[config.mk]
export PLATFORM = sky130hd
export DESIGN_NAME = vbi_slicer_command_regs
export DESIGN_NICKNAME = d
export VERILOG_FILES = /design/src/core/slicer_cmd_pkg.sv /design/src/core/bus_byte_slave.sv /design/src/core/vbi_slicer_command_regs.sv
export SDC_FILE = /design/constraint.sdc
export NUM_CORES = 1
export LEC_CHECK = 0
export BUFFER_PORTS_ARGS = -buffer_cell sky130_fd_sc_hd__buf_4
export CORE_MARGIN = 2
export CORE_UTILIZATION = 40
export CTS_BUF_LIST = sky130_fd_sc_hd__clkbuf_4 sky130_fd_sc_hd__clkbuf_8
export DETAILED_ROUTE_END_ITERATION = 12
export GPL_TIMING_DRIVEN = 0
export PLACE_DENSITY_LB_ADDON = 0.15
export SYNTH_ARGS = -nofsm -noshare
export SYNTH_HDL_FRONTEND = slang
export SYNTH_SLANG_ARGS = --single-unit
export TNS_END_PERCENT = 5
[constraint.sdc]
create_clock -name clock -period 1.7 [get_ports clock]
set_input_delay 0.085 -clock clock [delete_from_list [all_inputs] [get_ports clock]]
set_output_delay 0.085 -clock clock [all_outputs]
set_load 0.02 [all_outputs]
[src/core/slicer_cmd_pkg.sv]
// constants, tables and carrier types for the slicer command registers
// Behaviour
// a byte with bit 7 set names the command; bit 7 clear carries its data
// codes F5 to F9 pick output control 1, 2, vps mask, pdc masks a and b
// alternate-count bit set selects the bracketed absent-to-present sampling counts
// noise field codes 0 to 7 give threshold none, 4 ... 256 pulses per line
// two-bit clock field picks the sync sampling period for pal or ntsc
// bits 6 to 4 of output control 1 choose composite sync pin source
// bits 3 and 2 choose judgement pin: judgement, lock or raw sync detect
// bit 1 picks falling or rising vertical capture, only with internal separation
// bit 0 picks vertical separation time about 8.9 or 17.8 us
// output control 2 bit 5 selects pal or ntsc, bit 4 625 or 525 lines
// bits 3 and 2 make vertical and horizontal pins sync outputs or ports
// bits 1 and 0 set pin polarity, or the port level in port mode
// vps mask bits 5 to 0 switch biphase check of bytes 15..11 and 5
// with check disable set the mask bits choose retain or write errored data
// pdc mask a bits 0 to 6 switch hamming check of bytes 13 to 19
// in header and status modes the same bits switch odd parity checks
// pdc mask b bits 0 to 5 cover bytes 20 to 25, also parity bytes
// every command register clears to zero on the reset pin
// check disable set writes every byte; clear writes only error-free checked bytes (code ignores check disable; writes errored byte if mask bit set)
// counts 0, 4, 8, 16 become 32, 64, 128, 256 with the alternate bit
// host sends first byte and data byte in one addressed write transfer
// a data byte without a recognised first byte changes nothing
package slicer_cmd_pkg;
  // ==========================================================
  // bus and command codes
  localparam logic [7:0] BUS_WRITE_ADDR = 8'h7C;
  localparam int CMD_ID_BIT = 7;
  localparam logic [7:0] CODE_SYNC_TWO = 8'hF4;
  localparam logic [7:0] CODE_OUT_ONE = 8'hF5;
  localparam logic [7:0] CODE_OUT_TWO = 8'hF6;
  localparam logic [7:0] CODE_VPS_MASK = 8'hF7;
  localparam logic [7:0] CODE_PDC_A = 8'hF8;
  localparam logic [7:0] CODE_PDC_B = 8'hF9;
  localparam logic [7:0] REG_RESET = 8'h00;
  // ==========================================================
  // field positions
  localparam int ALT_COUNT_BIT = 5;
  localparam int NOISE_LSB = 2;
  localparam int JCLK_LSB = 0;
  localparam int CSO_LSB = 4;
  localparam int JDG_LSB = 2;
  localparam int EDGE_BIT = 1;
  localparam int VERT_SEP_BIT = 0;
  localparam int STD_BIT = 5;
  localparam int LINES_BIT = 4;
  localparam int VGPIO_BIT = 3;
  localparam int HGPIO_BIT = 2;
  localparam int VPOL_BIT = 1;
  localparam int HPOL_BIT = 0;
  localparam int VPS_BITS = 6;
  localparam int PDC_A_BITS = 7;
  localparam int PDC_B_BITS = 6;
  localparam int MASK_SLOTS = VPS_BITS + PDC_A_BITS + PDC_B_BITS;
  // ==========================================================
  // tables
  localparam logic [8:0] NOISE_TBL [8] = '{9'h000, 9'h004, 9'h008, 9'h010, 9'h020, 9'h040, 9'h080, 9'h100};
  localparam logic [8:0] COUNT_NORM [4] = '{9'h000, 9'h004, 9'h008, 9'h010};
  localparam logic [8:0] COUNT_ALT [4] = '{9'h020, 9'h040, 9'h080, 9'h100};
  localparam logic [10:0] JCLK_PAL_NS [3] = '{11'h2A5, 11'h387, 11'h1C2};
  localparam logic [10:0] JCLK_NTSC_NS [3] = '{11'h1C0, 11'h346, 11'h45D};
  // ==========================================================
  // timing
  localparam int CLK_NS = 20;
  localparam int VERT_SEP_SHORT_NS = 8900;
  localparam int VERT_SEP_LONG_NS = 17800;
  localparam int VERT_SEP_SHORT_CYC = VERT_SEP_SHORT_NS / CLK_NS;
  localparam int VERT_SEP_LONG_CYC = VERT_SEP_LONG_NS / CLK_NS;
  // ==========================================================
  // types
  typedef struct packed {
    logic [7:0] sync_detect_config_two;
    logic [7:0] output_control_one;
    logic [7:0] output_control_two;
    logic [7:0] vps_check_mask;
    logic [7:0] pdc_check_mask_a;
    logic [7:0] pdc_check_mask_b;
  } cfg_s;
  typedef struct packed {
    logic valid;
    logic [7:0] data;
  } rx_byte_s;
endpackage

[src/core/bus_byte_slave.sv]
// serial bus write-only slave that delivers received bytes
`timescale 1ns/10ps
`default_nettype none
module bus_byte_slave #(
  parameter logic [7:0] DEV_ADDR = slicer_cmd_pkg::BUS_WRITE_ADDR
) (
  input wire logic clock,
  input wire logic arst_n,
  input wire logic scl_in,
  input wire logic sda_in,
  output logic sda_out,
  output logic sda_oe,
  output logic frame_start,
  output slicer_cmd_pkg::rx_byte_s rx
);
  typedef enum logic [3:0] {
    SL_IDLE = 4'b0001,
    SL_RECV = 4'b0010,
    SL_ACK = 4'b0100,
    SL_SKIP = 4'b1000
  } slave_state_e;

  slave_state_e state_r;
  logic scl_q_r;
  logic sda_q_r;
  logic addr_phase_r;
  logic [3:0] bit_cnt_r;
  logic [7:0] shift_r;
  logic start_seen;
  logic stop_seen;
  logic scl_rise;
  logic scl_fall;

  assign start_seen = scl_in & scl_q_r & sda_q_r & ~sda_in;
  assign stop_seen = scl_in & scl_q_r & ~sda_q_r & sda_in;
  assign scl_rise = scl_in & ~scl_q_r;
  assign scl_fall = ~scl_in & scl_q_r;
  assign sda_out = 1'b0;

  always_ff @(posedge clock or negedge arst_n) begin
    if (!arst_n) begin
      scl_q_r <= 1'b1;
      sda_q_r <= 1'b1;
    end else begin
      scl_q_r <= scl_in;
      sda_q_r <= sda_in;
    end
  end

  // ==========================================================
  // framing and acknowledge
  always_ff @(posedge clock or negedge arst_n) begin
    if (!arst_n) begin
      state_r <= SL_IDLE;
      addr_phase_r <= 1'b0;
      bit_cnt_r <= 4'h0;
      shift_r <= 8'h00;
      sda_oe <= 1'b0;
      frame_start <= 1'b0;
      rx <= '0;
    end else begin
      frame_start <= 1'b0;
      rx.valid <= 1'b0;
      if (start_seen) begin
        state_r <= SL_RECV;
        addr_phase_r <= 1'b1;
        bit_cnt_r <= 4'h0;
        sda_oe <= 1'b0;
      end else if (stop_seen) begin
        state_r <= SL_IDLE;
        sda_oe <= 1'b0;
      end else begin
        case (state_r)
          SL_RECV: begin
            if (scl_rise && bit_cnt_r != 4'h8) begin
              shift_r <= {shift_r[6:0], sda_in};
              bit_cnt_r <= bit_cnt_r + 4'h1;
            end else if (scl_fall && bit_cnt_r == 4'h8) begin
              // reads and foreign addresses are left unanswered
              if (addr_phase_r && shift_r != DEV_ADDR) begin
                state_r <= SL_SKIP;
              end else begin
                state_r <= SL_ACK;
                sda_oe <= 1'b1;
                frame_start <= addr_phase_r;
                rx.valid <= ~addr_phase_r;
                rx.data <= shift_r;
              end
            end
          end
          SL_ACK: begin
            if (scl_fall) begin
              state_r <= SL_RECV;
              sda_oe <= 1'b0;
              addr_phase_r <= 1'b0;
              bit_cnt_r <= 4'h0;
            end
          end
          SL_IDLE, SL_SKIP: begin
            sda_oe <= 1'b0;
          end
          default: begin
            state_r <= SL_IDLE;
          end
        endcase
      end
    end
  end
endmodule // bus_byte_slave
`default_nettype wire

[src/core/vbi_slicer_command_regs.sv]
// command decoder, control registers and the pin logic they steer
`timescale 1ns/10ps
`default_nettype none
module vbi_slicer_command_regs #(
  parameter int CLK_PERIOD_NS = slicer_cmd_pkg::CLK_NS
) (
  input wire logic clock,
  input wire logic arst_n,
  input wire logic scl_in,
  input wire logic sda_in,
  output logic sda_out,
  output logic sda_oe,
  input wire logic error_check_disable,
  input wire logic [1:0] present_code,
  input wire logic composite_sync,
  input wire logic slice_amp,
  input wire logic odd_even,
  input wire logic acq_clk,
  input wire logic [3:0] vco_div,
  input wire logic sync_judge,
  input wire logic lock,
  input wire logic raw_sync_detect,
  input wire logic vsync_int,
  input wire logic hsync_int,
  input wire logic internal_vert_sep,
  input wire logic vert_sep_in,
  input wire logic chk_valid,
  input wire logic chk_err,
  input wire logic [4:0] chk_slot,
  output slicer_cmd_pkg::cfg_s cfg_r,
  output logic [8:0] present_count_r,
  output logic [8:0] noise_threshold_r,
  output logic [10:0] judge_period_ns_r,
  output logic composite_sync_out_pin_r,
  output logic sync_judgement_pin_r,
  output logic vertical_output_pin_r,
  output logic horiz_output_pin_r,
  output logic vert_capture_r,
  output logic vert_sep_window_r,
  output logic store_we_r,
  output logic [18:0] chk_on_r
);
  typedef enum logic [1:0] {
    CMD_WAIT = 2'b01,
    CMD_ARMED = 2'b10
  } cmd_state_e;

  localparam int SEP_SHORT = slicer_cmd_pkg::VERT_SEP_SHORT_NS / CLK_PERIOD_NS;
  localparam int SEP_LONG = slicer_cmd_pkg::VERT_SEP_LONG_NS / CLK_PERIOD_NS;

  // the separation counter is 11 bits wide
  if (CLK_PERIOD_NS < 10 || SEP_SHORT < 1) begin : g_bad_clock
    $error("clock period outside the range the separation counter serves");
  end

  logic frame_start;
  slicer_cmd_pkg::rx_byte_s rx;
  cmd_state_e cmd_state_r;
  logic [2:0] target_r;
  logic [2:0] code_idx;
  logic code_ok;
  logic vert_sep_q_r;
  logic [10:0] vert_sep_cnt_r;
  logic edge_hit;
  logic [slicer_cmd_pkg::MASK_SLOTS-1:0] mask_all;
  logic [7:0] oc1;
  logic [7:0] oc2;
  logic ntsc;

  bus_byte_slave #(
    .DEV_ADDR(slicer_cmd_pkg::BUS_WRITE_ADDR)
  ) u_slave (
    .clock(clock),
    .arst_n(arst_n),
    .scl_in(scl_in),
    .sda_in(sda_in),
    .sda_out(sda_out),
    .sda_oe(sda_oe),
    .frame_start(frame_start),
    .rx(rx)
  );

  // ==========================================================
  // command decode
  // first byte codes
  always_comb begin
    code_ok = 1'b1;
    case (rx.data)
      slicer_cmd_pkg::CODE_SYNC_TWO: code_idx = 3'd0;
      slicer_cmd_pkg::CODE_OUT_ONE: code_idx = 3'd1;
      slicer_cmd_pkg::CODE_OUT_TWO: code_idx = 3'd2;
      slicer_cmd_pkg::CODE_VPS_MASK: code_idx = 3'd3;
      slicer_cmd_pkg::CODE_PDC_A: code_idx = 3'd4;
      slicer_cmd_pkg::CODE_PDC_B: code_idx = 3'd5;
      default: begin
        code_idx = 3'd0;
        code_ok = 1'b0;
      end
    endcase
  end

  // first byte arms, data byte completes
  always_ff @(posedge clock or negedge arst_n) begin
    if (!arst_n) begin
      cmd_state_r <= CMD_WAIT;
      target_r <= 3'd0;
    end else if (frame_start) begin
      // a command never spans two transfers
      cmd_state_r <= CMD_WAIT;
    end else if (rx.valid) begin
      if (rx.data[slicer_cmd_pkg::CMD_ID_BIT]) begin
        // unknown codes drop the pending command
        cmd_state_r <= code_ok ? CMD_ARMED : CMD_WAIT;
        target_r <= code_idx;
      end else begin
        cmd_state_r <= CMD_WAIT;
      end
    end
  end

  // cleared on reset; R22 stray data ignored
  always_ff @(posedge clock or negedge arst_n) begin
    if (!arst_n) begin
      cfg_r <= {6{slicer_cmd_pkg::REG_RESET}};
    end else if (rx.valid && !rx.data[slicer_cmd_pkg::CMD_ID_BIT] && cmd_state_r == CMD_ARMED && !frame_start) begin
      case (target_r)
        3'd0: cfg_r.sync_detect_config_two <= rx.data;
        3'd1: cfg_r.output_control_one <= rx.data;
        3'd2: cfg_r.output_control_two <= rx.data;
        3'd3: cfg_r.vps_check_mask <= rx.data;
        3'd4: cfg_r.pdc_check_mask_a <= rx.data;
        3'd5: cfg_r.pdc_check_mask_b <= rx.data;
        default: cfg_r.pdc_check_mask_b <= cfg_r.pdc_check_mask_b;
      endcase
    end
  end

  // ==========================================================
  // sync discrimination settings
  assign oc1 = cfg_r.output_control_one;
  assign oc2 = cfg_r.output_control_two;
  // standard select
  assign ntsc = oc2[slicer_cmd_pkg::STD_BIT];

  // alternate counts; R20 scaled table
  always_ff @(posedge clock or negedge arst_n) begin
    if (!arst_n) begin
      present_count_r <= 9'h000;
    end else if (cfg_r.sync_detect_config_two[slicer_cmd_pkg::ALT_COUNT_BIT]) begin
      present_count_r <= slicer_cmd_pkg::COUNT_ALT[present_code];
    end else begin
      present_count_r <= slicer_cmd_pkg::COUNT_NORM[present_code];
    end
  end

  // noise threshold, zero means none
  always_ff @(posedge clock or negedge arst_n) begin
    if (!arst_n) begin
      noise_threshold_r <= 9'h000;
    end else begin
      noise_threshold_r <= slicer_cmd_pkg::NOISE_TBL[cfg_r.sync_detect_config_two[slicer_cmd_pkg::NOISE_LSB +: 3]];
    end
  end

  // sampling clock period; code 11 is undefined and reads as 00
  always_ff @(posedge clock or negedge arst_n) begin
    if (!arst_n) begin
      judge_period_ns_r <= 11'h000;
    end else begin
      case (cfg_r.sync_detect_config_two[slicer_cmd_pkg::JCLK_LSB +: 2])
        2'b01: judge_period_ns_r <= ntsc ? slicer_cmd_pkg::JCLK_NTSC_NS[1] : slicer_cmd_pkg::JCLK_PAL_NS[1];
        2'b10: judge_period_ns_r <= ntsc ? slicer_cmd_pkg::JCLK_NTSC_NS[2] : slicer_cmd_pkg::JCLK_PAL_NS[2];
        default: judge_period_ns_r <= ntsc ? slicer_cmd_pkg::JCLK_NTSC_NS[0] : slicer_cmd_pkg::JCLK_PAL_NS[0];
      endcase
    end
  end

  // ==========================================================
  // pin multiplexers
  // composite sync pin source
  always_ff @(posedge clock or negedge arst_n) begin
    if (!arst_n) begin
      composite_sync_out_pin_r <= 1'b0;
    end else begin
      case (oc1[slicer_cmd_pkg::CSO_LSB +: 3])
        3'b000: composite_sync_out_pin_r <= composite_sync;
        3'b001: composite_sync_out_pin_r <= slice_amp;
        3'b010: composite_sync_out_pin_r <= odd_even;
        3'b011: composite_sync_out_pin_r <= acq_clk;
        3'b100: composite_sync_out_pin_r <= vco_div[0];
        3'b101: composite_sync_out_pin_r <= vco_div[1];
        3'b110: composite_sync_out_pin_r <= vco_div[2];
        default: composite_sync_out_pin_r <= vco_div[3];
      endcase
    end
  end

  // judgement pin source; code 11 falls back to judgement
  always_ff @(posedge clock or negedge arst_n) begin
    if (!arst_n) begin
      sync_judgement_pin_r <= 1'b0;
    end else begin
      case (oc1[slicer_cmd_pkg::JDG_LSB +: 2])
        2'b01: sync_judgement_pin_r <= lock;
        2'b10: sync_judgement_pin_r <= raw_sync_detect;
        default: sync_judgement_pin_r <= sync_judge;
      endcase
    end
  end

  // sync or port mode; R12 polarity or port level
  always_ff @(posedge clock or negedge arst_n) begin
    if (!arst_n) begin
      vertical_output_pin_r <= 1'b0;
      horiz_output_pin_r <= 1'b0;
    end else begin
      vertical_output_pin_r <= oc2[slicer_cmd_pkg::VGPIO_BIT] ? oc2[slicer_cmd_pkg::VPOL_BIT] :
                               ~(vsync_int ^ oc2[slicer_cmd_pkg::VPOL_BIT]);
      horiz_output_pin_r <= oc2[slicer_cmd_pkg::HGPIO_BIT] ? oc2[slicer_cmd_pkg::HPOL_BIT] :
                            ~(hsync_int ^ oc2[slicer_cmd_pkg::HPOL_BIT]);
    end
  end

  // ==========================================================
  // vertical capture and separation window
  // edge choice, honoured only with internal separation
  assign edge_hit = internal_vert_sep &&
                    (oc1[slicer_cmd_pkg::EDGE_BIT] ? (vert_sep_in & ~vert_sep_q_r) : (~vert_sep_in & vert_sep_q_r));

  // reset low: the default falling-edge choice cannot fire falsely
  always_ff @(posedge clock or negedge arst_n) begin
    if (!arst_n) begin
      vert_sep_q_r <= 1'b0;
      vert_capture_r <= 1'b0;
    end else begin
      vert_sep_q_r <= vert_sep_in;
      vert_capture_r <= edge_hit;
    end
  end

  // separation time; a new edge restarts the window
  always_ff @(posedge clock or negedge arst_n) begin
    if (!arst_n) begin
      vert_sep_cnt_r <= 11'h000;
      vert_sep_window_r <= 1'b0;
    end else if (edge_hit) begin
      vert_sep_cnt_r <= oc1[slicer_cmd_pkg::VERT_SEP_BIT] ? 11'(SEP_LONG) : 11'(SEP_SHORT);
      vert_sep_window_r <= 1'b1;
    end else if (vert_sep_cnt_r != 11'h000) begin
      vert_sep_cnt_r <= vert_sep_cnt_r - 11'h001;
      vert_sep_window_r <= (vert_sep_cnt_r != 11'h001);
    end else begin
      vert_sep_window_r <= 1'b0;
    end
  end

  // ==========================================================
  // per-byte error checks
  // vps, R15 pdc a, R17 pdc b; R16 parity shares these bits
  assign mask_all = {cfg_r.pdc_check_mask_b[slicer_cmd_pkg::PDC_B_BITS-1:0],
                     cfg_r.pdc_check_mask_a[slicer_cmd_pkg::PDC_A_BITS-1:0],
                     cfg_r.vps_check_mask[slicer_cmd_pkg::VPS_BITS-1:0]};

  // mask meaning follows check disable
  always_ff @(posedge clock or negedge arst_n) begin
    if (!arst_n) begin
      chk_on_r <= '0;
    end else begin
      chk_on_r <= error_check_disable ? '0 : ~mask_all;
    end
  end

  // store write decision; slots past the table never write on error
  always_ff @(posedge clock or negedge arst_n) begin
    if (!arst_n) begin
      store_we_r <= 1'b0;
    end else begin
      store_we_r <= chk_valid && (!chk_err ||
                    (chk_slot < 5'(slicer_cmd_pkg::MASK_SLOTS) && mask_all[chk_slot]));
    end
  end

  // ==========================================================
  // checks
  logic data_write;
  assign data_write = rx.valid && !rx.data[slicer_cmd_pkg::CMD_ID_BIT] && cmd_state_r == CMD_ARMED && !frame_start;

  // output control 1 write lands
  oc1_write_a: assert property (@(posedge clock) disable iff (!arst_n)
    data_write && target_r == 3'd1 |=> cfg_r.output_control_one == $past(rx.data))
    else $error("output control 1 not updated");

  // stray data byte
  stray_data_a: assert property (@(posedge clock) disable iff (!arst_n)
    rx.valid && !rx.data[slicer_cmd_pkg::CMD_ID_BIT] && cmd_state_r == CMD_WAIT |=> $stable(cfg_r))
    else $error("stray data byte changed a register");

  // command byte never writes
  cmd_byte_a: assert property (@(posedge clock) disable iff (!arst_n)
    rx.valid && rx.data[slicer_cmd_pkg::CMD_ID_BIT] |=> $stable(cfg_r))
    else $error("first byte altered a register");

  // reset value
  reset_clear_a: assert property (@(posedge clock)
    !arst_n |-> cfg_r == '0)
    else $error("registers not cleared under reset");

  // alternate count table
  alt_count_a: assert property (@(posedge clock) disable iff (!arst_n)
    cfg_r.sync_detect_config_two[5] && present_code == 2'b11 ##1 $stable(present_code) && $stable(cfg_r)
    |-> present_count_r == 9'h100)
    else $error("alternate count wrong");

  // noise threshold
  noise_thr_a: assert property (@(posedge clock) disable iff (!arst_n)
    cfg_r.sync_detect_config_two[4:2] == 3'b111 ##1 $stable(cfg_r) |-> noise_threshold_r == 9'h100)
    else $error("noise threshold wrong");

  // port mode level
  vport_level_a: assert property (@(posedge clock) disable iff (!arst_n)
    oc2[3] ##1 $stable(oc2) |-> vertical_output_pin_r == oc2[1])
    else $error("vertical port level wrong");

  // short window length
  sep_window_a: assert property (@(posedge clock) disable iff (!arst_n)
    edge_hit && !oc1[slicer_cmd_pkg::VERT_SEP_BIT] ##1 !edge_hit [*8] |-> vert_sep_window_r)
    else $error("separation window ended early");

  // no capture without internal separation
  edge_gate_a: assert property (@(posedge clock) disable iff (!arst_n)
    !internal_vert_sep |=> !vert_capture_r)
    else $error("capture without internal separation");

  // clean byte always written
  clean_write_a: assert property (@(posedge clock) disable iff (!arst_n)
    chk_valid && !chk_err |=> store_we_r)
    else $error("clean byte not written");

  pdc_b_cmd_c: cover property (@(posedge clock) disable iff (!arst_n)
    data_write && target_r == 3'd5);
  gpio_mode_c: cover property (@(posedge clock) disable iff (!arst_n)
    oc2[3] && oc2[2]);
  err_write_c: cover property (@(posedge clock) disable iff (!arst_n)
    chk_valid && chk_err && error_check_disable ##1 store_we_r);
endmodule // vbi_slicer_command_regs
`default_nettype wire

* Word-level counts from Yosys, hierarchy flattened
Memories as Yosys holds them, arrays and structs flattened. A register that Yosys moved wholly into a read port is not among the register bits.
Index checks and enable logic that the tools add are counted.
** Word-level totals
- Register bits :: 141
- Bits in read-only memories :: 72
- Input port bits :: 29
- Output and inout bits :: 105
- Logic and storage cells :: 204
- Memories :: 1
** Operators by class
- Add/subtract/negate cells :: 2
- Magnitude comparators :: 3
- Equality and inequality tests :: 38
- Muxes and demuxes :: 64
- Bitwise logic cells :: 28
- Reduce and logical (&&, ||, !) cells :: 38
** Memory list
- (name not given) :: words 8, width 9, read ports 1, clocked after memory_dff 1, write ports 0, RTL line vbi_slicer_command_regs.sv:161 : noise_threshold_r <= slicer_cmd_pkg::NOISE_TBL[cfg_r.sync_detect_config_two[slicer_cmd_pkg::NOISE_LSB +: 3]];
** Operators with widths (number)
- $mux W9 :: 11
- $eq A8 B8 Y1 const B :: 6
- $mux W4 :: 10
- $bmux W9 S2 :: 2
- $mux W11 :: 3
- $mux W1 :: 22
- $pmux W11 S2 :: 1
- $mux W10 :: 2
- $mux W19 :: 1
- $not A19 Y19 :: 1
- $eq A3 B3 Y1 const B :: 5
- $pmux W3 S5 :: 1
- $not A1 Y1 :: 14
- $eq A3 B2 Y1 const B :: 4
- $pmux W4 S3 :: 1
- $reduce_and A2 Y1 :: 6
- $reduce_and A4 Y1 :: 3
- $ne A11 B1 Y1 const B :: 1
- $reduce_bool A11 Y1 :: 1
- $sub A11 B1 Y11 const B :: 1
- $and A1 B1 Y1 :: 9
- $logic_and A1 B1 Y1 :: 9
- $ne A3 B1 Y1 const B :: 3
- $eq A4 B4 Y1 const B :: 2
- other kinds (36) :: 54

* Depth between registers and ports, before layout
Gate-level depths: netlist (run 1).
- Depth after elaboration :: 8
- Gate-level depth with buffers :: 7
- Mapped depth without buffers :: 6

* By module
A second synthesis (run 1) with hierarchy kept.
** Unflattened totals
- Cell total of the unflattened synthesis :: 468
- Area, all modules :: 6050.8 µm²
** By module, submodules not included
- vbi_slicer_command_regs :: instances 1, cells an instance 348, area each 4609.4 µm², seq. area each 2854.0 µm²
- bus_byte_slave :: instances 1, cells an instance 120, area each 1441.4 µm², seq. area each 754.5 µm²

* Least setup slack after synthesis (run 1)
Ideal clock, no wire load.
- Path kind :: reg-to-reg
- From :: register vert_sep_cnt_r[3]
- To :: register vert_sep_cnt_r[8]
- Library setup time :: 0.132 ns
- Arrival :: 1.710 ns
- Required time :: 1.568 ns
- Slack :: -0.142 ns
- Cell stages (with the launch flop) :: 5
- Path buffers :: 0
- Clock period less this slack :: 1.842 ns
- Cells stage by stage :: dfrtp_1 or3_4 or4_4 o21ai_1 or3b_1
** Between the ends
- Longest elaborated chain between the ends :: 3
- Elaborated cells between the ends (all ways) :: 5
- Those cells by class :: add/sub: 1; mux: 2; reduce/logical: 2
** Ends and longest elaborated chain
- start: declaration :: RTL line vbi_slicer_command_regs.sv:63 : logic [10:0] vert_sep_cnt_r;
- start signal: assignment :: RTL line vbi_slicer_command_regs.sv:247 : vert_sep_cnt_r <= oc1[slicer_cmd_pkg::VERT_SEP_BIT] ? 11'(SEP_LONG) : 11'(SEP_SHORT);
- start signal: assignment :: RTL line vbi_slicer_command_regs.sv:250 : vert_sep_cnt_r <= vert_sep_cnt_r - 11'h001;
- $sub A11 B1 Y11 :: RTL line vbi_slicer_command_regs.sv:250
- $mux W11 :: RTL line vbi_slicer_command_regs.sv:249 : end else if (vert_sep_cnt_r != 11'h000) begin
- $mux W11 :: RTL line vbi_slicer_command_regs.sv:246 : end else if (edge_hit) begin
Parallel ways exist; a longest one is shown, timed or not. The select of a mux whose other input is x is not followed.
A chain may end at the register's enable or synchronous reset.

* Final worst setup path (run 1)
- From :: register vert_sep_cnt_r[1]
- To :: register vert_sep_cnt_r[8]
Same word-level chain as after synthesis.

==> results.toml, run 1 <==
[outcome]
status = "complete, but fails checks"
violations = "setup timing"

[clocking]
cts_sinks = 144
insertion_delay_ns = 0.44
cts.clk_slew.worst_paths_ns = 0.08
htreeDepth = 4
cts_buffers = 17
cts.path.max_buffers = 2
cts_root_buf = "clkbuf_8"
cts_tree = "yes"

[critical_path]
cp.arrival_ns = 2.12
reg2regPathDepth = 6
slowest_stage = "or4_4"
r2r_end = "vert_sep_cnt_r[8]"
rrSetupSlack_ns = -0.11
required_ns = 2.02
crit_end = "vert_sep_cnt_r[8]"
crit_buf_inv = 1
worstSetupStartpoint = "vert_sep_cnt_r[1]"
cp_cell_sequence = "inv_2 -> ha_4 -> nand2b_4 -> or4_4 -> o21ai_2 -> or3b_1"
worst_path_largest_cell_delay_ns = 0.49
r2r-start = "vert_sep_cnt_r[1]"
worstSetupPathType = "flip-flop to flip-flop"
worst-path-stages = 6
cp-end-kind = "flip-flop"
cp_max_fo = 4
path_delay_family = "simple AND/OR/NAND/NOR gates"
worstSetupStartpointType = "flip-flop"

[global_route]
grt_pass1_vias = 4188
antenna_found_initial = 0
grt.overflow.total = 0
grt_max_degree = 98
grt_pass1_wl_um = 21600
grt_use_total_pct = 17.2

[timing]
rsz0062_at_grt = "true"
finalWorstSetupSlack_ns = -0.106
slew_headroom_pct = 60.8
fmax_ghz = 0.554
finClkSkew_ns = 0.0102
maxSlewViolCount = 0
hold_viol = 0
tightest_slew_ns = 0.588
setup_viol = 12
finalCritPeriodShare_pct = 106
period_needed_ns = 1.81

[min_path]
hp-class = "input pin to flip-flop"

[floorplan]
rows = 44
initial_core_util_pct = 41.1
dieArea_sq_um = 16000
die_h_um = 126
io_pins = 134
core_sq_um = 14600
die_w_um = 126

[detailed_routing]
antenna_left = 0
drc_errors = 0
viasPerCell = 5.06
firstDrtPassIters = 4
wire_per_inst_um = 16.1
via_count = 4266
drt_iter0_markers = 246
routed_wl_um = 13600

[synthesis]
yosysSeqAreaShare_pct = 60.2
synthArstFlopShare_pct = 100
yosys_register_bits = 144
synth-main-ff-cell = "dfrtp_1"
synth_warnings = 0
synth_cell_types = 64
postSynthAreaPerCell_sq_um = 12.8
syn_inst = 467
netlist_top_cells_area = "dfrtp_1 (58%), mux2_2 (12%), nor2_1 (3.1%), ha_1 (1.9%), mux4_2 (1.9%)"
synth-edff-count = 0
yosys.area.top_type = "dfrtp_1"
synth.top_cell.area_share_pct = 58.4
netlist_area_sq_um = 5990

[finish]
synthToLayoutAreaGrowth_pct = 36.1
drive_gt1_share_pct = 44.3
diodes = 0
finish.utilization_pct = 55.9
finalNetCount = 684
multiInputGateArea_sq_um = 2410
regArea_sq_um = 3610
fill_cells = 1237

[placement]
hpwl_um = 9390
port_buffers = 125
pre_cts_ws_ns = -0.397
gp_congestion = 0.827

[power_and_ir_drop]
cellPowerDensity_nw_per_um2 = 915
power.total_mw = 7.46
ir_drop_mv = 0.507
p_leak_nw = 3.97

[run]
maxCapViolCount = 0
## sequential cells by signal, summed over array words and instances, names as in the netlist, 7 cells and up
| name | cells |
|---|---|
| chk_on_r | 19 |
| cfg_r | 32 |
| u_slave.shift_r | 8 |
| u_slave.rx | 9 |
| judge_period_ns_r | 9 |
| oc2 | 8 |
| oc1 | 8 |
| vert_sep_cnt_r | 11 |
| noise_threshold_r | 7 |
| present_count_r | 7 |
## power breakdown
part / switching (mW) / internal (mW)
Sequential: 0.0901 / 3.53
Combinational: 0.355 / 0.327
Clock: 1.25 / 1.91
## cell usage after synthesis, drive strengths merged (5+ instances only)
| library cell | n |
|---|---|
| a21oi | 6 |
| and2 | 6 |
| and3 | 5 |
| and3b | 7 |
| buf | 10 |
| clkbuf | 10 |
| dfrtp | 140 |
| ha | 9 |
| inv | 13 |
| mux2 | 62 |
| mux4 | 5 |
| nand2 | 16 |
| nand3 | 6 |
| nand3b | 5 |
| nand4 | 5 |
| nor2 | 50 |
| nor2b | 8 |
| nor3 | 10 |
| nor3b | 7 |
| o21ai | 15 |
| or3 | 5 |
| xnor2 | 6 |
## timing repair
item | CTS | global route
setup endpoints to repair | 70 | 71
hold buffers | 15 | 0
hold endpoints to repair | 67 | 0
gates cloned | 1 | 0
pin swaps | 6 | 7
buffers inserted | 11 | 5
resized for setup | 17 | 34
## worst min-delay path by stage
stage,from,endpoint,slack [ns],cells past startpoint
2_1_floorplan,arst_n,cfg_r[0],-0.21,0
3_3_place_gp,vert_sep_in,vert_sep_q_r,0.21,1
3_5_place_dp,arst_n,chk_on_r[18],0.06,1
4_1_cts,chk_slot[3],store_we_r,0.01,3
5_1_grt,chk_slot[3],store_we_r,0.03,3
6_report,error_check_disable,chk_on_r[4],0.05,2
## layout by cell type (no fill, tap or decap), drive strengths merged, types with 8 or more instances in the layout
| master | instances |
|---|---|
| buf | 153 |
| clkbuf | 29 |
| dfrtp | 140 |
| dlygate4sd3 | 14 |
| ha | 9 |
| inv | 14 |
| mux2 | 62 |
| nand2 | 17 |
| nor2 | 50 |
| nor2b | 8 |
| nor3 | 10 |
| o21ai | 15 |
## kinds of logic (layout without fill, tap and decap cells)
group,Yosys count,count (layout),share of synthesized area (%)
buf+inv,34,221,2.65
flops,144,144,60.2
simple gates,151,152,14.3
xor+xnor,10,10,1.46
compound gates,47,47,5.26
other cells,1,5,0.0626
fa+ha+maj,9,9,1.88
mux,71,71,14.2
## layout make-up
class / instances / area share (%)
multi-input combinational: 294 / 29.6
buffer: 18 / 1.46
clock buffer: 22 / 3.63
sequential: 144 / 44.2
inverter: 14 / 0.675
tap: 184 / 2.82
timing repair buffer: 157 / 15.4
clock inverter: 10 / 2.21
## per-layer routing
layer	up-vias	GRT usage (%)	share of wire, %
li1	2003	-	-
met2	96	28.3	51
met1	2156	21.9	44
met3	11	5.31	4.5
met5	-	0	0
met4	0	5.56	0.86
## through the flow
stage	hold WS [ns]	TNS [ns]	area (sq um)	instances
after floorplan	-0.211	-0.749	6020	471
after global placement	0.209	-13.29	7190	780
after detailed placement	0.0553	-8.77	7220	781
after CTS	0.0116	-0.789	8020	838
after global routing	0.0332	-1.76	8160	843
final	0.0477	-0.486	8160	843
## worst reg2reg max path, cell delays in order (launching register included)
cell and delay [ns]:
dfrtp_1 0.40, inv_2 0.11, ha_4 0.17, nand2b_4 0.07
or4_4 0.49, o21ai_2 0.11, or3b_1 0.35
(Power assumes the default switching activity.)
==> run 2: changes to the inputs <==
Settings changed: CTS_CLUSTER_SIZE from default to 16, GPL_TIMING_DRIVEN 0 to 1.
==> run 2 against run 1 <==
  * Critical endpoint unchanged
  * Global-route usage increased by 0.55 points
  * Register-to-register slack hardly changed
  * Highest routed layer unchanged
  * Via count about the same
  * Routed wire length grew 2.6%
  * The run still ends with setup timing left
==> results.toml, run 2 (same netlist as run 1, synthesis figures left out) <==
[outcome]
status = "complete, but fails checks"
violations = "setup timing"

[detailed_routing]
met1_length_um = 6320
via_count = 4263
firstDrtPassIters = 6
dr.max_layer_used = "met4"
wire_per_inst_um = 16.1
drt_iter0_markers = 162
wl_met3_um = 550
antenna_left = 0
viasPerCell = 4.94
drc_errors = 0
wl_met2_um = 6790
routed_wl_um = 13900

[timing]
maxSlewViolCount = 0
hold_viol = 0
fmax_ghz = 0.556
finalCritPeriodShare_pct = 106
tns_ns = -0.145
rsz0062_at_grt = "true"
finClkSkew_ns = 0.00711
period_needed_ns = 1.80
setup_viol = 3
finalWorstSetupSlack_ns = -0.0975

[clocking]
cts.clk_slew.worst_paths_ns = 0.07
cts_tree = "yes"
insertion_delay_ns = 0.44
cts_root_buf = "clkbuf_8"
cts_sinks = 144
htreeDepth = 4
cts_buffers = 17
cts.path.max_buffers = 2

[finish]
top_register = "cfg_r"
largest_reg_flops = 32
reg_top3 = "cfg_r (32), chk_on_r (19), vert_sep_cnt_r (11)"
drive_gt1_share_pct = 46.5
diodes = 0
fill_cells = 1189
final_cells = 863
regArea_sq_um = 3610
finalNetCount = 704
final_common_cell = "buf_4"
synthToLayoutAreaGrowth_pct = 38.9
layout.cells.most_common_list = "buf_4 (171), dfrtp_1 (139), mux2_2 (61)"
multiInputGateArea_sq_um = 2380

[critical_path]
cp_cell_sequence = "or3_4 -> or4_4 -> o21ai_1 -> or3b_1"
rrSetupSlack_ns = -0.1
required_ns = 2.02
cp-end-kind = "flip-flop"
slowest_stage = "or4_4"
r2r_end = "vert_sep_cnt_r[8]"
r2r-start = "vert_sep_cnt_r[3]"
worstSetupStartpointType = "flip-flop"
worstSetupPathType = "flip-flop to flip-flop"
worstSetupStartpoint = "vert_sep_cnt_r[3]"
reg2regPathDepth = 4
cp.arrival_ns = 2.12
cp_max_fo = 2
worst_path_largest_cell_delay_ns = 0.42

[min_path]
hold-path-endpoint = "store_we_r"
hold_start = "chk_slot[2]"
holdPathStages = 4
hp-class = "input pin to flip-flop"

[placement]
port_buffers = 128
dp.cells = 809
pre_cts_ws_ns = -0.0785
gp_congestion = 0.837
hpwl_um = 9960

[global_route]
grt_use_total_pct = 17.8
grt_max_degree = 49
grt.overflow.total = 0
grt_pass1_vias = 4343
grt_pass1_wl_um = 22500
antenna_found_initial = 0

[floorplan]
initial_core_util_pct = 41.1
die_h_um = 126
die_w_um = 126
core_sq_um = 14600
rows = 44
dieArea_sq_um = 16000
io_pins = 134

[power_and_ir_drop]
p_leak_nw = 4.09
cellPowerDensity_nw_per_um2 = 919
power.total_mw = 7.65
ir_drop_mv = 0.510

[run]
maxCapViolCount = 0
## run 2: cell types whose count changed in the layout (fill, tap and decap cells not counted), sizes merged
cell,previous run,this run
clkinv,3,4
dlymetal6s4s,1,0
nand2,17,16
buf,153,179
clkbuf,29,22
inv,14,13
dlygate4sd3,14,17
## run 2: worst max-delay path, delay by kind of cell (launching register included)
family / cells / cell delay, ns
flip-flops: 1 / 0.39
AO/OA/AOI/OAI: 1 / 0.11
AND/OR/NAND/NOR: 3 / 1.17
## run 2: layer usage
layer | track usage [%] | up-vias
met5 | 0 | -
met4 | 6.85 | 0
met3 | 4.68 | 16
met2 | 28.3 | 100
met1 | 23.5 | 2109
li1 | - | 2038
## run 2: final cells by class
class / instances / share of cell area [%]
sequential: 144 / 43.4
multi-input combinational: 293 / 28.6
timing repair buffer: 196 / 18.9
clock buffer: 22 / 3.56
tap: 184 / 2.77
clock inverter: 10 / 2.16
inverter: 14 / 0.631
## run 2: what timing repair did
item,4_1_cts,5_1_grt
hold buffers,17,0
buffers inserted,0,5
endpoints found under the setup margin,21,68
resized for setup,7,31
hold endpoints to repair,169,0
pin swaps,2,9
## run 2: through the flow
stage | hold WS, ns | area (sq um) | util [%]
after detailed placement | 0.0499 | 7490 | 51.3
after floorplan | -0.211 | 6020 | -
after global placement | 0.0448 | 7490 | 51.3
after global routing | 0.0528 | 8320 | 57.1
after CTS | 0.0272 | 8160 | 56.0
final | 0.0503 | 8320 | 57.1
## run 2: power breakdown
group	internal, mW	switching [mW]	total [mW]
logic	0.470	0.433	0.903
registers	3.53	0.0641	3.59
clock network	1.91	1.24	3.16
## run 2: worst max-delay path by stage
stage	slack (ns)	cells past startpoint	to
finish	-0.1	4	vert_sep_cnt_r[8]
global route	-0.16	4	vert_sep_cnt_r[8]
CTS	-0.10	4	vert_sep_cnt_r[8]
detailed placement	-0.08	6	vert_sep_cnt_r[8]
global placement	-0.04	6	vert_sep_cnt_r[8]
floorplan	-0.1	6	vert_sep_cnt_r[8]
==> run 3: changes to the inputs <==
Settings changed: ABC_AREA from default to 1.
==> run 3 against run 2 <==
  * Non-clock buffer count fell by 33
  * The flow now finishes without violations
  * Sequential power rose by 7.5%
  * Fmax rose by 12%
  * Clock skew barely moved
  * Count of clock-buffer cells in the layout fell by 1
  * Routed wire length rose by 2.2%
  * Area after synthesis rose by 2.8%
  * Die area rose by 2.7%
  * Power fell by 3.9%
==> results.toml, run 3 <==
[timing]
finClkSkew_ns = 0.00672
finalCritPeriodShare_pct = 94.6
worst_hold_slack_ns = 0.0299
maxSlewViolCount = 0
setup_viol = 0
finalWorstSetupSlack_ns = 0.0916
slew_headroom_pct = 63.8
period_needed_ns = 1.61
hold_viol = 0
fmax_ghz = 0.622
tightest_slew_ns = 0.543
rsz0062_at_grt = "true"

[floorplan]
rows = 45
dieArea_sq_um = 16400
die_w_um = 128
io_pins = 134
core_sq_um = 15100
die_h_um = 128
initial_core_util_pct = 40.7

[critical_path]
worstSetupStartpointType = "flip-flop"
worstSetupPathType = "flip-flop to flip-flop"
cp.arrival_ns = 1.99
required_ns = 2.08
cp_max_fo = 3
cp_cell_sequence = "inv_2 -> nand2_1 -> nand3_1 -> nand3_1 -> nand2_1 -> nand2_1 -> nand3_2 -> a21oi_2 -> dlygate4sd3_1"
crit_top_cell = "nand2_1"
slowest_stage = "dlygate4sd3_1"
cp-end-kind = "flip-flop"
worst_path_largest_cell_delay_ns = 0.56
crit_buf_inv = 2
path_delay_family = "buffers and inverters"

[synthesis]
synthArstFlopShare_pct = 100
yosysSeqAreaShare_pct = 58.6
synth_warnings = 0
synth_most_common_cell = "nand2_1"
synth-main-ff-cell = "dfrtp_1"
netlist_area_sq_um = 6160
yosys_register_bits = 144
netlist_top_cells_area = "dfrtp_1 (57%), nand2_1 (8.6%), inv_1 (5.7%), nor2_1 (3.7%), o21ai_0 (2.8%)"
synthTopCellsByCount = "nand2_1 (142), dfrtp_1 (140), inv_1 (94), nor2_1 (60), o21ai_0 (35)"
synth.top_cell.area_share_pct = 56.9
synth-edff-count = 0
syn_inst = 655
postSynthAreaPerCell_sq_um = 9.41
yosys.area.top_type = "dfrtp_1"
synth_cell_types = 45

[placement]
gp_congestion = 0.848
port_buffers = 128
pre_cts_ws_ns = 0.0826
dp.cells = 973
hpwl_um = 10300

[global_route]
grt_pass1_wl_um = 23700
grt_use_total_pct = 18.3
antenna_found_initial = 0
grt_max_degree = 59
grt_pass1_vias = 4952
grt.overflow.total = 0

[clocking]
cts.path.max_buffers = 2
cts_tree = "yes"
cts_sinks = 144
cts_buffers = 17
insertion_delay_ns = 0.44
postCtsSetupBuffers = 0
cts_root_buf = "clkbuf_8"
cts.clk_slew.worst_paths_ns = 0.08
htreeDepth = 4

[outcome]
status = "finished clean"

[power_and_ir_drop]
p_int_mw = 5.34
power_frac_seq_pct = 52.4
p_sw_share_pct = 27.4
switchingPower_mw = 2.02
p_leak_nw = 4.05
cellPowerDensity_nw_per_um2 = 918
ir_drop_mv = 0.583
comb_power_share_pct = 13.4
pwr-share-clk_pct = 34.2

[detailed_routing]
wire_per_inst_um = 13.9
viasPerCell = 4.80
antenna_left = 0
routed_wl_um = 14200
via_count = 4919
drc_errors = 0
firstDrtPassIters = 5
drt_iter0_markers = 318

[min_path]
hp-class = "input pin to flip-flop"

[finish]
layout.cells.most_common_list = "buf_4 (140), nand2_1 (139), dfrtp_1 (139)"
reg_top3 = "cfg_r (32), chk_on_r (19), vert_sep_cnt_r (11)"
drive_gt1_share_pct = 26.1
final_cells = 1024
diodes = 0
largest_reg_flops = 32
final_common_cell = "buf_4"
synthToLayoutAreaGrowth_pct = 30.0
finalNetCount = 862
top_register = "cfg_r"

[run]
maxCapViolCount = 0
## run 3: cell count changes in the layout (fill, tap and decap cells not counted), moves of 7 or more
cell,change
o21ai_1,+17
a21oi_1,+7
inv_1,+81
nor3_1,+16
mux2_2,-61
nor2_1,+9
nand2_1,+125
and3b_1,-7
buf_4,-31
o21ai_0,+24
nand3_1,+27
o21ai_2,+10
## run 3: timing repair
item | in CTS | in global routing
resized for setup | 0 | 14
hold buffers | 20 | 0
endpoints found under the hold margin | 87 | 0
endpoints found under the setup margin | 0 | 20
## run 3: final cells by class
class / instances / area [sq um]
Clock inverter: 10 / 86.3
Tap cell: 188 / 235
Inverter: 97 / 372
Multi-Input combinational cell: 401 / 2120
Sequential cell: 144 / 3610
Clock buffer: 21 / 283
Fill cell: 1383 / 7140
Timing Repair Buffer: 163 / 1300
## run 3: kinds of logic (layout without fill, tap and decap cells)
kind of cell	count (synthesis)	in the layout	share of synthesized area (%)
and+or+nand+nor	286	286	21.6
other	1	5	0.0609
DFF	144	144	58.6
adders and majority gates	9	9	1.83
xor gates and xnor gates	6	6	0.853
AOI/OAI and AO/OA	95	95	8.95
buffers and inverters	114	291	8.16
## run 3: per-layer routing
layer	vias to the layer above	wire length, um	global-route usage [%]
li1	2421	-	-
met1	2371	6430	23.2
met2	114	7010	30.8
met3	13	607	4.92
met4	0	179	5.69
met5	-	0	0
## run 3: power groups by stage
stage | clock, mW | combinational (mW) | sequential, mW
CTS | 2.60 | 0.987 | 3.85
finish | 2.51 | 0.985 | 3.86
detailed placement | 0 | 0.953 | 3.92
floorplan | 0 | 0.563 | 3.93
global placement | 0 | 0.918 | 3.92
global route | 2.73 | 1.14 | 3.89
## run 3: tightest hold or removal path, delay by kind of cell
family                 cells  cell delay (ns)
AND/OR/NAND/NOR            1             0.13
AO/OA/AOI/OAI              1             0.13
buffers and inverters      1             0.08
## run 3: worst paths after layout
path                                 startpoint  slack, ns  depth (start not counted)                    to
min in group asynchronous                arst_n       0.16                          2  noise_threshold_r[4]
hold reg to reg            u_slave.addr_phase_r       0.46                          1         u_slave.rx[8]
setup / recovery                       cfg_r[1]       0.09                          9            store_we_r
max in group asynchronous                arst_n       0.86                          3        cmd_state_r[0]
setup reg to reg                       cfg_r[1]       0.09                          9            store_we_r
hold / removal                internal_vert_sep       0.03                          3     vert_sep_cnt_r[4]
## run 3: stage by stage
step                      util [%]  cell area (sq um)  TNS [ns]  power [mW]
after floorplan                  -               6180         0        4.50
after global placement        48.7               7380         0        4.84
after detailed placement      48.7               7380         0        4.87
after CTS                     52.5               7950         0        7.44
after global routing          52.9               8010   -0.0605        7.76
final                         52.9               8010         0        7.35
